File: src/arr_pkg.sv
/*
 * Constants shared by the result readout port and its formatter.
 * Assumes the converter clock is clk_sys_in at 100 MHz.
 */
package arr_pkg;

	// ****************************************
	// Register map
	// ****************************************
	localparam logic [1:0] ADDR_CTRL = 2'h0;
	localparam logic [1:0] ADDR_STAT = 2'h1;
	localparam logic [2:0] CTRL_RESET = 3'h0;
	localparam int CTRL_SUM_BIT = 0;
	localparam int CTRL_FLAG_BIT = 1;
	localparam int CTRL_SHOT_BIT = 2;
	localparam int STAT_READY_BIT = 0;
	localparam int STAT_CRM_BIT = 1;

	// ****************************************
	// Serial commands
	// ****************************************
	localparam logic [7:0] CMD_START_CRM = 8'h10;
	localparam logic [7:0] CMD_STOP_CRM = 8'h11;
	localparam logic [6:0] CMD_RDATA_HI = 7'h09;

	// ****************************************
	// Result format
	// ****************************************
	localparam logic [23:0] CODE_POS_FS = 24'h7fffff;
	localparam logic [23:0] CODE_NEG_FS = 24'h800000;
	localparam logic [7:0] SUM_OFFSET = 8'h9b;
	localparam logic [4:0] LAST_BIT_NOSUM = 5'h17;
	localparam logic [4:0] LAST_BIT_SUM = 5'h1f;
	localparam logic [4:0] WORD_TOP = 5'h1f;

	// ****************************************
	// Timing, in master-clock cycles
	// ****************************************
	localparam int UPDATE_CYC = 20;
	localparam logic [4:0] UPDATE_LAST = 5'(UPDATE_CYC - 1);

	typedef enum logic {
		ARR_IDLE,
		ARR_UPDATE
	} arr_win_t;

endpackage : arr_pkg

File: src/arr_result_format.sv
/*
 * Result formatter: saturates, adds the check byte and range mark,
 * and holds the whole word in one register.
 * Assumes load_in is a one-cycle pulse on the same clock.
 */
`timescale 1ns/1ns
module arr_result_format
	import arr_pkg::*;
(
	// Clock and reset
	input  wire logic        clk_sys_in,
	input  wire logic        rst_n_in,
	// Raw result
	input  wire logic        load_in,
	input  wire logic [25:0] raw_in,
	input  wire logic        oor_in,
	// Options
	input  wire logic        sum_en_in,
	input  wire logic        flag_en_in,
	// Held word, data in [31:8]
	output logic      [31:0] word_out
);

	// ****************************************
	// Formatting
	// ****************************************
	wire logic        too_high;
	wire logic        too_low;
	wire logic [23:0] code;
	wire logic        oor;
	wire logic [23:0] data;
	wire logic [7:0]  sum;
	wire logic [7:0]  tail;

	assign too_high = ~raw_in[25] && (raw_in[24:23] != 2'h0);
	assign too_low  = raw_in[25] && (raw_in[24:23] != 2'h3);
	assign code = too_high ? CODE_POS_FS :
		too_low ? CODE_NEG_FS : raw_in[23:0];
	assign oor = oor_in | too_high | too_low;

	assign data = (flag_en_in && !sum_en_in) ?
		{code[23:1], oor} : code;

	assign sum = data[23:16] + data[15:8] + data[7:0] + SUM_OFFSET;

	assign tail = flag_en_in ? {oor, sum[6:0]} : sum;

	// ****************************************
	// Holding register
	// ****************************************
	// whole word at once
	always_ff @(posedge clk_sys_in or negedge rst_n_in) begin
		if (!rst_n_in) begin
			word_out <= 32'h0;
		end else if (load_in) begin
			word_out <= {data, tail};
		end
	end

endmodule : arr_result_format

File: src/arr_readout.sv
/*
 * Result readout port of a 24-bit converter: ready output, status
 * mirror, result formatting and serial shift-out.
 * Assumes clk_sys_in is the converter master clock; the serial pins
 * come from a host in another clock domain and are synchronised.
 */
// Decided for this implementation: the address map and the strobed register port.
//
// Summary of operation
// - Ready pin low, mirrored in status
// - Status bit follows pin outside continuous read
// - Ready high from reset until result
// - Gate mode: first falling edge clears ready
// - Unread: ready pulses high over update
// - 24-bit two's complement, MSB first
// - Overrange saturates at full-scale codes
// - Checksum enable adds fourth byte
// - Checksum is byte sum plus 9Bh
// - Checksum only on result reads
// - Both options: mark in checksum bit 7
// - Mark only: replaces result bit 0
// - Extra clocks repeat the same result
// - Continuous mode shifts on rising edges
// - Continuous read: output follows ready until first rise
// - Stop command may overlap result bits
// - Opcode 11h leaves continuous read
// - Continuous read at reset, 10h re-enters
// - Single-shot bit picks pulse mode
`timescale 1ns/1ns
module arr_readout
	import arr_pkg::*;
(
	// Clock and reset
	input  wire logic        clk_sys_in,
	input  wire logic        rst_n_in,
	// Converter side
	input  wire logic        conv_valid_in,
	input  wire logic [25:0] conv_raw_in,
	input  wire logic        conv_oor_in,
	input  wire logic        conv_start_in,
	// Register port
	input  wire logic [1:0]  reg_addr_in,
	input  wire logic [7:0]  reg_wdata_in,
	input  wire logic        reg_wr_in,
	input  wire logic        reg_rd_in,
	output logic      [7:0]  reg_rdata_out,
	// Serial link
	input  wire logic        sclk_in,
	input  wire logic        cs_n_in,
	input  wire logic        din_in,
	output logic             dout_out,
	output logic             dout_oe_n_out,
	// Ready pin
	output logic             result_ready_n_out
);

	// ****************************************
	// Synchronisers
	// ****************************************
	logic sclk_s1_reg;
	logic sclk_s2_reg;
	logic sclk_s3_reg;
	logic cs_n_s1_reg;
	logic cs_n_s2_reg;
	logic din_s1_reg;
	logic din_s2_reg;

	always_ff @(posedge clk_sys_in or negedge rst_n_in) begin
		if (!rst_n_in) begin
			sclk_s1_reg <= 1'b0;
			sclk_s2_reg <= 1'b0;
			sclk_s3_reg <= 1'b0;
			cs_n_s1_reg <= 1'b1;
			cs_n_s2_reg <= 1'b1;
			din_s1_reg  <= 1'b0;
			din_s2_reg  <= 1'b0;
		end else begin
			sclk_s1_reg <= sclk_in;
			sclk_s2_reg <= sclk_s1_reg;
			sclk_s3_reg <= sclk_s2_reg;
			cs_n_s1_reg <= cs_n_in;
			cs_n_s2_reg <= cs_n_s1_reg;
			din_s1_reg  <= din_in;
			din_s2_reg  <= din_s1_reg;
		end
	end

	wire logic sclk_rise;
	wire logic sclk_fall;
	wire logic cs_act;

	assign cs_act    = ~cs_n_s2_reg;
	assign sclk_rise = cs_act & sclk_s2_reg & ~sclk_s3_reg;
	assign sclk_fall = cs_act & ~sclk_s2_reg & sclk_s3_reg;

	// ****************************************
	// Control register
	// ****************************************
	logic [2:0] ctrl_reg;
	logic [7:0] rdata_reg;

	wire logic sum_en;
	wire logic flag_en;
	wire logic single_shot;

	assign sum_en      = ctrl_reg[CTRL_SUM_BIT];
	assign flag_en     = ctrl_reg[CTRL_FLAG_BIT];
	assign single_shot = ctrl_reg[CTRL_SHOT_BIT];

	always_ff @(posedge clk_sys_in or negedge rst_n_in) begin
		if (!rst_n_in) begin
			ctrl_reg <= CTRL_RESET;
		end else if (reg_wr_in && reg_addr_in == ADDR_CTRL) begin
			ctrl_reg <= reg_wdata_in[2:0];
		end
	end

	// ****************************************
	// Command byte capture
	// ****************************************
	// Bits are taken on falling edges; the count restarts whenever
	// chip select goes high, which realigns a confused host.
	logic [6:0] cmd_sh_reg;
	logic [2:0] cmd_cnt_reg;
	logic       crm_reg;
	logic       armed_reg;

	wire logic       byte_done;
	wire logic [7:0] cmd_byte;
	wire logic       is_stop;
	wire logic       is_start_crm;
	wire logic       is_rdata;

	assign byte_done    = sclk_fall && cmd_cnt_reg == 3'h7;
	assign cmd_byte     = {cmd_sh_reg, din_s2_reg};
	assign is_stop      = byte_done && cmd_byte == CMD_STOP_CRM;
	assign is_start_crm = byte_done && cmd_byte == CMD_START_CRM;
	assign is_rdata     = byte_done && !crm_reg &&
		cmd_byte[7:1] == CMD_RDATA_HI;

	always_ff @(posedge clk_sys_in or negedge rst_n_in) begin
		if (!rst_n_in) begin
			cmd_sh_reg  <= 7'h0;
			cmd_cnt_reg <= 3'h0;
		end else if (!cs_act) begin
			cmd_cnt_reg <= 3'h0;
		end else if (sclk_fall) begin
			cmd_sh_reg  <= {cmd_sh_reg[5:0], din_s2_reg};
			cmd_cnt_reg <= cmd_cnt_reg + 3'h1;
		end
	end

	// ****************************************
	// Read mode
	// ****************************************
	wire logic crm_next;
	wire logic armed_next;

	assign crm_next = is_stop ? 1'b0 :
		is_start_crm ? 1'b1 : crm_reg;

	assign armed_next = (!cs_act || crm_next) ? 1'b0 :
		is_rdata ? 1'b1 : armed_reg;

	always_ff @(posedge clk_sys_in or negedge rst_n_in) begin
		if (!rst_n_in) begin
			crm_reg   <= 1'b1;
			armed_reg <= 1'b0;
		end else begin
			crm_reg   <= crm_next;
			armed_reg <= armed_next;
		end
	end

	// ****************************************
	// Update window and ready
	// ****************************************
	arr_win_t   win_reg;
	arr_win_t   win_next;
	logic [4:0] win_cnt_reg;
	logic [4:0] win_cnt_next;
	logic       ready_n_reg;
	logic       ready_n_next;
	logic       rd_act_reg;

	wire logic win_done;
	wire logic read_clear;
	wire logic new_conv;

	assign win_done = win_reg == ARR_UPDATE && win_cnt_reg == 5'h0;

	assign read_clear = !single_shot && rd_act_reg && sclk_fall;

	assign new_conv = single_shot && conv_start_in;

	always_comb begin
		win_next     = win_reg;
		win_cnt_next = win_cnt_reg;
		ready_n_next = ready_n_reg;
		unique case (win_reg)
			ARR_IDLE: begin
				if (conv_valid_in) begin
					win_next     = ARR_UPDATE;
					win_cnt_next = UPDATE_LAST;
					ready_n_next = 1'b1;
				end else if (read_clear || new_conv) begin
					ready_n_next = 1'b1;
				end
			end
			ARR_UPDATE: begin
				if (win_done) begin
					win_next     = ARR_IDLE;
					ready_n_next = 1'b0;
				end else begin
					win_cnt_next = win_cnt_reg - 5'h1;
				end
			end
		endcase
	end

	always_ff @(posedge clk_sys_in or negedge rst_n_in) begin
		if (!rst_n_in) begin
			win_reg     <= ARR_IDLE;
			win_cnt_reg <= 5'h0;
			ready_n_reg <= 1'b1;
		end else begin
			win_reg     <= win_next;
			win_cnt_reg <= win_cnt_next;
			ready_n_reg <= ready_n_next;
		end
	end

	assign result_ready_n_out = ready_n_reg;

	// ****************************************
	// Result formatter
	// ****************************************
	wire logic [31:0] word;

	arr_result_format u_format (
		.clk_sys_in (clk_sys_in),
		.rst_n_in   (rst_n_in),
		.load_in    (conv_valid_in && win_reg == ARR_IDLE),
		.raw_in     (conv_raw_in),
		.oor_in     (conv_oor_in),
		.sum_en_in  (sum_en),
		.flag_en_in (flag_en),
		.word_out   (word)
	);

	// ****************************************
	// Shift-out
	// ****************************************
	// Reads are not guarded against the update window; a host that
	// reads inside it gets a mixed word, as the timing forbids it.
	logic [4:0] idx_reg;
	logic       dout_reg;

	wire logic       shift_ok;
	wire logic       shift;
	wire logic [4:0] last_bit;
	wire logic       out_bit;
	wire logic [4:0] idx_next;

	assign shift_ok = crm_reg || armed_reg;
	assign shift    = sclk_rise && shift_ok;

	assign last_bit = sum_en ? LAST_BIT_SUM : LAST_BIT_NOSUM;

	assign out_bit  = word[WORD_TOP - idx_reg];

	assign idx_next = (idx_reg == last_bit) ? 5'h0 :
		idx_reg + 5'h1;

	always_ff @(posedge clk_sys_in or negedge rst_n_in) begin
		if (!rst_n_in) begin
			rd_act_reg <= 1'b0;
			idx_reg    <= 5'h0;
		end else if (!cs_act || win_done || !shift_ok) begin
			rd_act_reg <= 1'b0;
			idx_reg    <= 5'h0;
		end else if (shift) begin
			rd_act_reg <= 1'b1;
			idx_reg    <= idx_next;
		end
	end

	wire logic dout_next;

	assign dout_next = shift ? out_bit :
		(crm_reg && !rd_act_reg) ? ready_n_reg :
		(rd_act_reg ? dout_reg : 1'b0);

	always_ff @(posedge clk_sys_in or negedge rst_n_in) begin
		if (!rst_n_in) begin
			dout_reg <= 1'b0;
		end else begin
			dout_reg <= dout_next;
		end
	end

	assign dout_out      = dout_reg;
	assign dout_oe_n_out = cs_n_s2_reg;

	// ****************************************
	// Register reads
	// ****************************************
	wire logic stat_ready;
	wire logic [7:0] rd_value;

	assign stat_ready = crm_reg ? 1'b1 : ready_n_reg;

	assign rd_value =
		(reg_addr_in == ADDR_CTRL) ? {5'h0, ctrl_reg} :
		(reg_addr_in == ADDR_STAT) ?
			{6'h0, crm_reg, stat_ready} : 8'h0;

	always_ff @(posedge clk_sys_in or negedge rst_n_in) begin
		if (!rst_n_in) begin
			rdata_reg <= 8'h0;
		end else if (reg_rd_in) begin
			rdata_reg <= rd_value;
		end else begin
			rdata_reg <= 8'h0;
		end
	end

	assign reg_rdata_out = rdata_reg;

endmodule : arr_readout

File: config.mk
export PLATFORM = sky130hd
export DESIGN_NAME = arr_readout
export DESIGN_NICKNAME = d
export VERILOG_FILES = /design/src/arr_pkg.sv /design/src/arr_result_format.sv /design/src/arr_readout.sv
export SDC_FILE = /design/constraint.sdc
export NUM_CORES = 1
export LEC_CHECK = 0
export ABC_AREA = 1
export BUFFER_PORTS_ARGS = -buffer_cell sky130_fd_sc_hd__buf_2
export CAP_MARGIN = 20
export CORE_MARGIN = 5
export CORE_UTILIZATION = 59
export CTS_BUF_LIST = sky130_fd_sc_hd__clkbuf_4
export CTS_CLUSTER_SIZE = 12
export DETAILED_ROUTE_END_ITERATION = 6
export GPL_ROUTABILITY_DRIVEN = 0
export PLACE_DENSITY = 0.82
export SLEW_MARGIN = 20
export SYNTH_ARGS = -nofsm -noshare
export SYNTH_HDL_FRONTEND = slang
export SYNTH_SLANG_ARGS = --single-unit
File: constraint.sdc
create_clock -name clk_sys_in -period 3.9 [get_ports clk_sys_in]
set_clock_uncertainty 0.2 [all_clocks]
set_input_delay 0.195 -clock clk_sys_in [delete_from_list [all_inputs] [get_ports clk_sys_in]]
set_output_delay 0.195 -clock clk_sys_in [all_outputs]
set_load 0.02 [all_outputs]
**Yosys cells after proc, flatten, opt, wreduce, memory -nomap -nowiden**

Cells that the tools add are included.

- $lt $le $gt $ge: 1
- Bitwise operators: 11
- Equal/unequal tests: 12
- Add/subtract/negate cells: 7
- Mux-type cells: 35
- Reductions and logical operators: 35

Operators with widths:

| operator | number |
|---|---|
| 24-bit two-way mux | 2 |
| 5-bit two-way mux | 5 |
| 1-bit two-way mux | 17 |
| 8-bit adder | 2 |
| 8-bit by 5-bit == test with 1-bit output (second input constant) | 2 |
| 1-bit logical AND | 16 |
| 8-bit two-way mux | 2 |
| 5-bit case mux with 2 select lines | 1 |
| 3-bit two-way mux | 3 |
| 8-bit adder (second input constant) | 1 |
| 2-bit nonzero test | 4 |
| 7-bit by 4-bit == test with 1-bit output (second input constant) | 1 |
| 5-bit by 6-bit less-than comparator with 1-bit output (second input constant) | 1 |
| 2-bit != test (second input constant) | 3 |
| 2-bit AND reduction | 3 |
| 5-bit by 1-bit adder with 5-bit output (second input constant) | 1 |
| 1-bit binary-select mux with 5-bit select | 1 |
| 5-bit == test | 1 |
| 1-bit zero test | 5 |
| 5-bit zero test | 1 |
| 1-bit logical OR | 5 |
| 1-bit inverter | 5 |
| 5-bit by 1-bit subtractor with 5-bit output (second input constant) | 1 |
| 5-bit subtractor (first input constant) | 1 |
| 12 further kinds | 17 |

- Logic and storage cells: 121
- Flip-flop bits (word level): 76
- Input port bits: 46
- Output and inout bits: 11

**Longest topological paths before layout**

Gate-level depths: netlist of run 1.

- Word-level depth: 9
- Mapped depth: 18
- Depth with buffers taken out: 17

**Modules after synthesis**

From an unflattened synthesis of run 1, not the netlist that was laid out.

- Cells, all modules: 494
- Area, all modules: 3997.6 sq um

By module, submodules not included:

| module | cells each | times used | seq. area each (sq um) | area an instance (sq um) |
|---|---|---|---|---|
| arr_readout | 259 | 1 | 980.9 | 2084.5 |
| arr_result_format | 235 | 1 | 800.8 | 1913.1 |

**Least setup slack after synthesis of run 1**

OpenSTA, ideal clock, no wires.

- Path type: in2reg
- From: in conv_raw_in[23]
- To: reg u_format.word_out[6]
- Stages: 17
- Setup time: 0.066 ns
- Path slack: 0.925 ns
- Buffers on the path: 2
- Arrival: 2.709 ns
- Data required time: 3.634 ns
- Cell sequence: o21ai_2 -> buf_2 -> buf_2 -> nand2_1 -> fa_1 -> inv_1 -> fa_1 -> inv_1 -> ha_1 -> a21oi_1 -> nand2_1 -> nand2_1 -> nand2_1 -> a21oi_1 -> or2_2 -> nand3_1 -> nand2_1

- Elaborated cells on any way between the ends: 13
- Those cells by class: add/sub: 3; eq/ne: 1; mux: 4; bitwise: 2; reduce/logical: 3

RTL lines:

| what | RTL line | source |
|---|---|---|
| start, declared | arr_readout.sv:38 | `input wire logic [25:0] conv_raw_in,` |
| 2-bit != test | arr_result_format.sv:36 | `assign too_low = raw_in[25] && (raw_in[24:23] != 2'h3);` |
| 1-bit logical AND | arr_result_format.sv:36 |  |
| 24-bit two-way mux | arr_result_format.sv:38 | `too_low ? CODE_NEG_FS : raw_in[23:0];` |
| 24-bit two-way mux (*) | arr_result_format.sv:37 | `assign code = too_high ? CODE_POS_FS :` |
| net u_format.code[2] | arr_result_format.sv:29 | `wire logic [23:0] code;` |
| 8-bit adder (*) (2 in series) | arr_result_format.sv:44 | `assign sum = data[23:16] + data[15:8] + data[7:0] + SUM_OFFSET;` |
| 8-bit two-way mux (*) | arr_result_format.sv:46 | `assign tail = flag_en_in ? {oor, sum[6:0]} : sum;` |
| end signal, assigned | arr_result_format.sv:56 | `word_out <= {data, tail};` |
| end, declared | arr_result_format.sv:21 | `output logic [31:0] word_out` |

Mark *: on every way through the listed nets, which the timed path passes. The rest lies on a longest branch.
A chain may end at the register's enable or synchronous reset.

**Worst setup path in the final report of run 1**

- From: in conv_raw_in[25]
- To: reg u_format.word_out[7]

- Longest elaborated chain between the ends: 8
- Elaborated cells on any way between the ends: 12
- Those cells by class: add/sub: 3; mux: 4; bitwise: 3; reduce/logical: 2

RTL lines:

| what | RTL line |
|---|---|
| branches (longest 7 deep; another with 8-bit adder) | n/a |
| 8-bit two-way mux (*) | arr_result_format.sv:46 |

Mark *: on every way between the ends.

==> impl_metrics.tcl, run 1 <==
set metrics [dict create \
    synthFlopType "dfrtp_1" \
    vias 3607 \
    row_count 29 \
    worst_slew_pin_slew_ns 1.092 \
    synth_area_per_cell_um2 8.061 \
    ys_warn_count 0 \
    worstHoldPathType "in -> reg" \
    critPathMaxFanout 24 \
    finalHoldViolations 0 \
    p_switching_w 0.0008832 \
    grt_pass1_vias 3585 \
    cp_data_arrival_time_ns 3.69 \
    crit_path_end_kind "flop" \
    start_kind "input port" \
    status "completed" \
    pwr-share-clk_pct 17.9 \
    areaGrowthSynthToFinish_pct 19.69 \
    combPwrFrac_pct 35.3 \
    synth_area_leaders "dfrtp_1 (43%), nand2_1 (12%), ha_1 (6.0%), o21ai_0 (5.7%), inv_1 (4.9%)" \
    initial_utilization_pct 61.25 \
    reg2reg_slack_ns 0.47 \
    cts_root_buf "clkbuf_4" \
    grt_pass1_wl_um 16560 \
    die_y_um 91.66 \
    slew_headroom_pct 27.04 \
    final_area_um2 4708 \
    track_usage_pct 24.95 \
    coreArea_um2 6422 \
    cts.clk_slew.worst_paths_ns 0.12 \
    yosys_register_bits 71 \
    hpwl_um 6369 \
    p_leak_nw 2.401 \
    nNetsFinal 646 \
    synth_commonest_cells "nand2_1 (129), dfrtp_1 (67), inv_1 (51), o21ai_0 (45), nor2_1 (42)" \
    hold_buffers 41 \
    ys_seq_area_share_pct 45.29 \
    largest_register_ffs 32 \
    drc 0 \
    seqPwrFrac_pct 46.8 \
    synth_top_area_share_pct 42.62 \
    setup_viol 0 \
    p_per_area_nw_per_um2 487.5 \
    grt-ovfl-total 0 \
    irDropWorstVdd_mv 0.3262 \
    syn-cell-area_um2 3934 \
    preCtsSetupSlack_ns 0.5286 \
    synth_area_leader_cell "dfrtp_1" \
    drive_above_1_share_pct 14.51 \
    post-route-min-period_ns 3.523 \
    cts_tree "yes" \
    p_int_w 0.001412 \
    period_share_pct 90.33 \
    crit_type "in -> reg" \
    maxSlewViolCount 0 \
    crit_start "conv_raw_in[25]" \
    ant_nets 0 \
    diodes 0 \
    netlist_instances 488 \
    numCtsBuffers 9 \
    yosysMostFrequentCell "nand2_1" \
    synth_edf_count 0 \
    ctsHtreeMaxLevel 3 \
    wirelength_um 9760 \
    port_buffers 46 \
    firstDrtPassIters 5 \
    fin_ws_ns 0.3771 \
    antenna_found_initial 0 \
    fillers 443 \
    drt_iter0_markers 340 \
    async_reset_ff_share_pct 100.0 \
    cp.required_ns 4.07 \
    via_per_inst 5.498 \
    postPlaceCellArea_um2 4184 \
    setup_tns_ns 0 \
    fmax_mhz 283.9 \
    drv_cap 0 \
    grt_start_max_net_pins 44 \
    hp-start "conv_raw_in[20]" \
    clkLatencyLatePin_ns 0.44 \
    p_sw_share_pct 38.48 \
    cts_resized 0 \
    cts_sinks 71 \
    clk_path_buf_depth 2 \
    chipWidth_um 91.66 \
    post-cts-setup-buffers 0 \
    io_pins 57 \
    die_area_um2 8401 \
    reg2reg_from "ctrl_reg[0]" \
    wl_per_cell_um 14.88 \
    holdWs_ns 0.01427 \
    rsz0062_at_grt "no" \
    ys_types 34 \
]
[stage by stage]
step           total power (W)  cells  util, %
2_1_floorplan         0.001630    492        -
3_3_place_gp          0.001791    599    65.15
3_5_place_dp          0.001839    599    65.15
4_1_cts               0.002275    656    73.31
5_1_grt               0.002483    656    73.31
6_report              0.002295    656    73.31
[final timing paths]
path | end | depth (start not counted)
max in group asynchronous | result_ready_n_out | 3
setup reg to reg | u_format.word_out[7] | 16
hold / removal | u_format.word_out[28] | 3
min in group asynchronous | cmd_sh_reg[1] | 2
setup / recovery | u_format.word_out[7] | 18
hold reg to reg | din_s2_reg | 0
[final cells by class]
type	instances	area (um^2)	area share (%)
Clock buffer	9	67.56	1.435
Tap cell	77	96.34	2.046
Multi-Input combinational cell	344	1832	38.91
Sequential cell	71	1782	37.84
Inverter	57	214.0	4.544
Clock inverter	7	46.29	0.9833
Timing Repair Buffer	91	670.6	14.24
[power groups by stage]
stage               Combinational, W  Clock, W  Sequential (W)
global placement            0.000718         0         0.00107
detailed placement          0.000754         0         0.00109
CTS                         0.000793  0.000411         0.00107
floorplan                   0.000574         0         0.00106
finish                      0.000810  0.000411         0.00107
global route                0.000933  0.000451         0.00110
[logic make-up (layout without fill, tap and decap cells)]
family	count (synthesis)	after routing	share of synthesized area (%)
simple gates	206	206	21.37
compound gates	102	102	14.00
buf+inv	77	164	8.524
flops	71	71	45.29
fa+ha+maj	26	26	9.606
xor+xnor	5	5	1.113
other cells	1	5	0.09533
[per-layer routing]
layer	up-vias	wire (um)	share of wire, %	track usage, %
met4	0	329	3.4	12.56
met5	-	0	0	0
met2	155	4867	50	41.81
met1	1680	4013	41	30.97
met3	31	551	5.6	4.583
li1	1741	-	-	-
[critical path: stages]
cell and delay, ns:
dlygate4sd3_1 0.53, buf_2 0.15, nand2_2 0.35, a31oi_1 0.14
o21ai_0 0.20, inv_1 0.09, ha_1 0.20, fa_1 0.47
inv_1 0.04, ha_1 0.23, fa_1 0.41, inv_1 0.09
nor3_1 0.06, nor2_1 0.22, inv_1 0.06, nand2_1 0.07
nand3_1 0.06, a21oi_1 0.12
[placed cells by master (no fill, tap or decap), types with 4 or more instances in the layout]
cell           Yosys  final
nor2_1            42     42
conb_1             1      5
ha_1              19     19
clkbuf_4           0      9
dfrtp_1           67     67
nand3_1           22     22
o21ai_1           15     15
a31oi_1            9      9
buf_4              6      4
inv_1             51     51
dlygate4sd3_1      0     41
inv_2              6      6
a21oi_1           23     23
buf_2              7     46
nand2_1          129    129
dfstp_2            4      4
fa_1               7      7
o21ai_0           45     45
Power figures use the tool's default switching activity.
==> inputs of run 2 (changes only) <==
- CORE_MARGIN: 5 -> 8
==> impl_metrics.tcl, run 2 (synthesis results as in run 1) <==
set metrics [dict create \
    status "completed" \
    clkLatencyLatePin_ns 0.44 \
    fmax_mhz 279.0 \
    vias 3711 \
    firstDrtPassIters 5 \
    grt_start_max_net_pins 39 \
    antenna_found_initial 1 \
    final_cell_mix "nand2_1 (129), dfrtp_1 (67), inv_1 (51)" \
    crit_type "in -> reg" \
    ctsHtreeMaxLevel 3 \
    drc 0 \
    finalHoldViolations 0 \
    maxSlewViolCount 0 \
    crit_path_end_kind "flop" \
    setup_tns_ns 0 \
    slew_headroom_pct 46.25 \
    drive_above_1_share_pct 14.83 \
    regArea_um2 1782 \
    holdWs_ns 0.01786 \
    ant_nets 0 \
    clk_path_buf_depth 2 \
    multiInputGateArea_um2 1832 \
    cts_sinks 71 \
    grt_pass1_wl_um 17710 \
    cts_tree "yes" \
    die_area_um2 9537 \
    cts_resized 0 \
    areaGrowthSynthToFinish_pct 20.74 \
    p_leak_nw 2.423 \
    port_buffers 46 \
    drv_cap 0 \
    numCtsBuffers 9 \
    hpwl_um 6630 \
    worst_slew_pin_slew_ns 0.8063 \
    setup_viol 0 \
    io_pins 57 \
    layout_commonest_cell "nand2_1" \
    wl_per_cell_um 15.96 \
    wirelength_um 10500 \
    post-route-min-period_ns 3.584 \
    die_y_um 97.66 \
    worstHoldPathType "in -> reg" \
    cts_root_buf "clkbuf_4" \
    post-cts-setup-buffers 0 \
    track_usage_pct 22.80 \
    cts.clk_slew.worst_paths_ns 0.12 \
    fillers 428 \
    grt-ovfl-total 0 \
    via_per_inst 5.640 \
    final_cells 658 \
    coreArea_um2 6386 \
    grt_pass1_vias 3871 \
    critPathMaxFanout 24 \
    largest_register_ffs 32 \
    postPlaceCellArea_um2 4192 \
    p_per_area_nw_per_um2 508.8 \
    chipWidth_um 97.66 \
    row_count 29 \
    dp_cells 600 \
    rsz0062_at_grt "no" \
    hold_buffers 41 \
    period_share_pct 91.89 \
    irDropWorstVdd_mv 0.3619 \
    drt_iter0_markers 281 \
    nNetsFinal 647 \
    p_total_w 0.002417 \
    final_area_um2 4750 \
    cp_data_arrival_time_ns 3.75 \
    cp.required_ns 4.07 \
    initial_utilization_pct 61.60 \
    start_kind "input port" \
]
run 2: changes by cell type in the layout (fill, tap and decap cells not counted), sizes merged:
cell / delta
inv: +1
buf: +1
clkinvlp: -1
diode: +1
clkinv: -1
bufinv: +1
run 2: worst max-delay path, stage by stage:
cell and delay [ns]:
dlygate4sd3_1 0.54, buf_2 0.15, nand2_2 0.37, a31oi_1 0.14, o21ai_0 0.18, inv_1 0.09, ha_1 0.20, fa_1 0.48
inv_1 0.05, ha_1 0.24, fa_1 0.43, inv_1 0.10, nor3_1 0.06, nor2_1 0.19, inv_1 0.06, nand2_1 0.08
nand3_1 0.07, a21oi_1 0.13
run 2: where the power goes:
group | total [W] | leakage (nW) | internal, W | switching, W
clock network | 0.000492 | 0.0773 | 0.000202 | 0.000291
registers | 0.00109 | 0.870 | 0.000953 | 0.000134
logic | 0.000837 | 1.48 | 0.000332 | 0.000505
total | 0.00242 | 2.42 | 0.00149 | 0.000930
run 2: stage by stage:
step	setup slack [ns]	util (%)
after CTS	0.4402	74.33
after detailed placement	0.4967	65.63
final	0.3163	74.37
after floorplan	0.9252	-
after global placement	0.6096	65.63
after global routing	0.1321	74.37
run 2: final timing paths:
kind | start | end | depth (start not counted) | slack (ns)
worst min register to register | cs_n_s1_reg | dout_oe_n_out | 0 | 0.17
max in group asynchronous | rst_n_in | u_format.word_out[14] | 3 | 2.37
worst min-delay path | conv_raw_in[20] | u_format.word_out[28] | 3 | 0.02
min in group asynchronous | rst_n_in | armed_reg | 2 | 0.17
worst max-delay path | conv_raw_in[25] | u_format.word_out[7] | 18 | 0.32
worst max register to register | ctrl_reg[0] | u_format.word_out[7] | 16 | 0.49
run 2: cell type report:
class                      count  share of cell area [%]
multi-input combinational    344                   38.57
sequential                    71                   37.51
timing repair buffer          92                   14.28
inverter                      57                   4.505
tap                           77                   2.028
clock inverter                 7                   1.633
clock buffer                   9                   1.423
antenna                        1                 0.05269
run 2: per-layer routing:
metal,global-route usage (%),routed length (um),vias up
met5,0,0,-
met4,11.77,381,0
met3,5.263,809,41
met2,38.90,5223,177
met1,25.92,4085,1739
li1,-,-,1754
==> inputs of run 3 (changes only) <==
--- a/config.mk
+++ b/config.mk
@@ -7,13 +7,13 @@
 export LEC_CHECK = 0
 export ABC_AREA = 1
-export BUFFER_PORTS_ARGS = -buffer_cell sky130_fd_sc_hd__buf_2
+export BUFFER_PORTS_ARGS = -buffer_cell sky130_fd_sc_hd__clkbuf_2
 export CAP_MARGIN = 20
 export CORE_MARGIN = 8
-export CORE_UTILIZATION = 59
+export CORE_UTILIZATION = 45
 export CTS_BUF_LIST = sky130_fd_sc_hd__clkbuf_4
 export CTS_CLUSTER_SIZE = 12
 export DETAILED_ROUTE_END_ITERATION = 6
 export GPL_ROUTABILITY_DRIVEN = 0
-export PLACE_DENSITY = 0.82
+export PLACE_DENSITY = 0.65
 export SLEW_MARGIN = 20
 export SYNTH_ARGS = -nofsm -noshare
==> constraint.sdc (replaced) <==
create_clock -name clk_sys_in -period 3.9 [get_ports clk_sys_in]
set_clock_uncertainty 0.2 [all_clocks]
set_input_delay 0.78 -clock clk_sys_in [delete_from_list [all_inputs] [get_ports clk_sys_in]]
set_output_delay 0.78 -clock clk_sys_in [all_outputs]
set_load 0.02 [all_outputs]
==> impl_metrics.tcl, run 3 (synthesis results as in run 1) <==
set metrics [dict create \
    cp_top_family "adder cells" \
    cpMaxStageDelayCell "fa_1" \
    cp_data_arrival_time_ns 3.58 \
    finalHoldViolations 0 \
    slew_headroom_pct 49.73 \
    coreArea_um2 8593 \
    reg2reg_from "ctrl_reg[0]" \
    p_leak_nw 2.268 \
    critical_path.cell_chain "clkbuf_2 -> nand2_1 -> nand2_2 -> a31oi_1 -> o21ai_0 -> inv_1 -> ha_1 -> fa_1 -> inv_1 -> ha_1 -> fa_1 -> inv_1 -> nor3_1 -> nor2_1 -> inv_1 -> nand2_1 -> nand3_1 -> a21oi_1" \
    grt_pass1_wl_um 14920 \
    fin_ws_ns 0.4723 \
    r2r-end "u_format.word_out[7]" \
    drv_cap 0 \
    grt_pass1_vias 3312 \
    chipWidth_um 109.5 \
    via_per_inst 5.066 \
    worst_slew_pin_slew_ns 0.7541 \
    largest_register_ffs 32 \
    routed-wl-met3_um 469 \
    cp.required_ns 4.05 \
    row_count 34 \
    fmax_mhz 291.7 \
    diodes 0 \
    final_area_um2 4398 \
    cts_resized 0 \
    p_total_w 0.002312 \
    port_buffers 46 \
    hpwl_um 6595 \
    die_y_um 109.5 \
    track_usage_pct 15.64 \
    grt-ovfl-total 0 \
    io_pins 57 \
    m1WireLength_um 4111 \
    cts.clk_slew.worst_paths_ns 0.13 \
    final_cell_mix "nand2_1 (129), dfrtp_1 (67), inv_1 (51)" \
    drt_iter0_markers 177 \
    dr.max_layer_used "met4" \
    areaGrowthSynthToFinish_pct 11.80 \
    die_area_um2 11990 \
    worstRegToRegCells 16 \
    cp_num_cells 18 \
    wirelength_um 8676 \
    nNetsFinal 607 \
    preCtsSetupSlack_ns 0.06414 \
    slowest_delay_ns 0.47 \
    clkLatencyLatePin_ns 0.42 \
    crit_path_end_kind "flop" \
    wl_per_cell_um 13.39 \
    cts_tree "yes" \
    period_share_pct 87.89 \
    post-cts-setup-buffers 0 \
    ant_nets 0 \
    p_per_area_nw_per_um2 525.7 \
    numCtsBuffers 9 \
    vias 3283 \
    grt_start_max_net_pins 48 \
    clk_path_buf_depth 2 \
    antenna_found_initial 0 \
    holdWs_ns 0.1377 \
    start_kind "input port" \
    ctsHtreeMaxLevel 3 \
    crit_type "in -> reg" \
    fillers 822 \
    hold_buffers 0 \
    irDropWorstVdd_mv 0.1985 \
    cts_root_buf "clkbuf_4" \
    rsz0062_at_grt "no" \
    postPlaceCellArea_um2 4250 \
    maxSlewViolCount 0 \
    initial_utilization_pct 45.78 \
    setup_viol 0 \
    firstDrtPassIters 4 \
    drive_above_1_share_pct 16.11 \
    path_common_cell "inv_1" \
    path_buf_inv 5 \
    critPathMaxFanout 17 \
    post-route-min-period_ns 3.428 \
    drc 0 \
    layout_commonest_cell "nand2_1" \
    status "completed" \
    worstHoldPathType "in -> async" \
    cts_sinks 71 \
    reg2reg_slack_ns 0.59 \
    met2WireLength_um 3916 \
    setup_tns_ns 0 \
]
-- run 3: routing by layer --
metal | up-vias | GRT usage, %
li1 | 1664 | -
met1 | 1516 | 20.04
met2 | 89 | 25.37
met3 | 14 | 2.814
met4 | 0 | 6.847
met5 | - | 0
-- run 3: final cells by class --
| type | instances | area [um^2] | area share (%) |
|---|---|---|---|
| multi-input combinational | 344 | 1832 | 41.65 |
| clock inverter | 7 | 77.57 | 1.764 |
| sequential | 71 | 1782 | 40.51 |
| inverter | 57 | 214.0 | 4.865 |
| tap | 108 | 135.1 | 3.073 |
| timing repair buffer | 52 | 290.3 | 6.600 |
| clock buffer | 9 | 67.56 | 1.536 |
-- run 3: how the worst max path moves through the flow --
| stage | from | to | slack (ns) |
|---|---|---|---|
| finish | conv_raw_in[23] | u_format.word_out[7] | 0.47 |
| global route | conv_raw_in[23] | u_format.word_out[7] | 0.23 |
| CTS | conv_raw_in[23] | u_format.word_out[7] | 0.51 |
| detailed placement | conv_raw_in[23] | u_format.word_out[7] | 0.06 |
| global placement | conv_raw_in[24] | u_format.word_out[7] | 0.1 |
| floorplan | conv_raw_in[23] | u_format.word_out[6] | 0.34 |
-- run 3: report_power, final --
group / total (W) / internal [W] / leakage [nW] / switching, W
clock: 0.000488 / 0.000202 / 0.0773 / 0.000286
sequential: 0.00107 / 0.000952 / 0.870 / 0.000114
combinational: 0.000758 / 0.000302 / 1.32 / 0.000456
-- run 3: worst reg2reg max path, delay by kind of cell, from the launching register on --
family                   cells  cell delay (ns)
AND/OR/NAND/NOR              5             0.46
flip-flops                   1             0.40
adder cells (fa/ha/maj)      4             1.30
buffers and inverters        5             0.44
AO/OA/AOI/OAI                2             0.47
-- run 3: metrics by stage --
stage | instances | util, %
final | 648 | 51.18
after global routing | 648 | 51.18
after CTS | 648 | 51.15
after detailed placement | 632 | 49.46
after global placement | 632 | 49.46
after floorplan | 492 | -
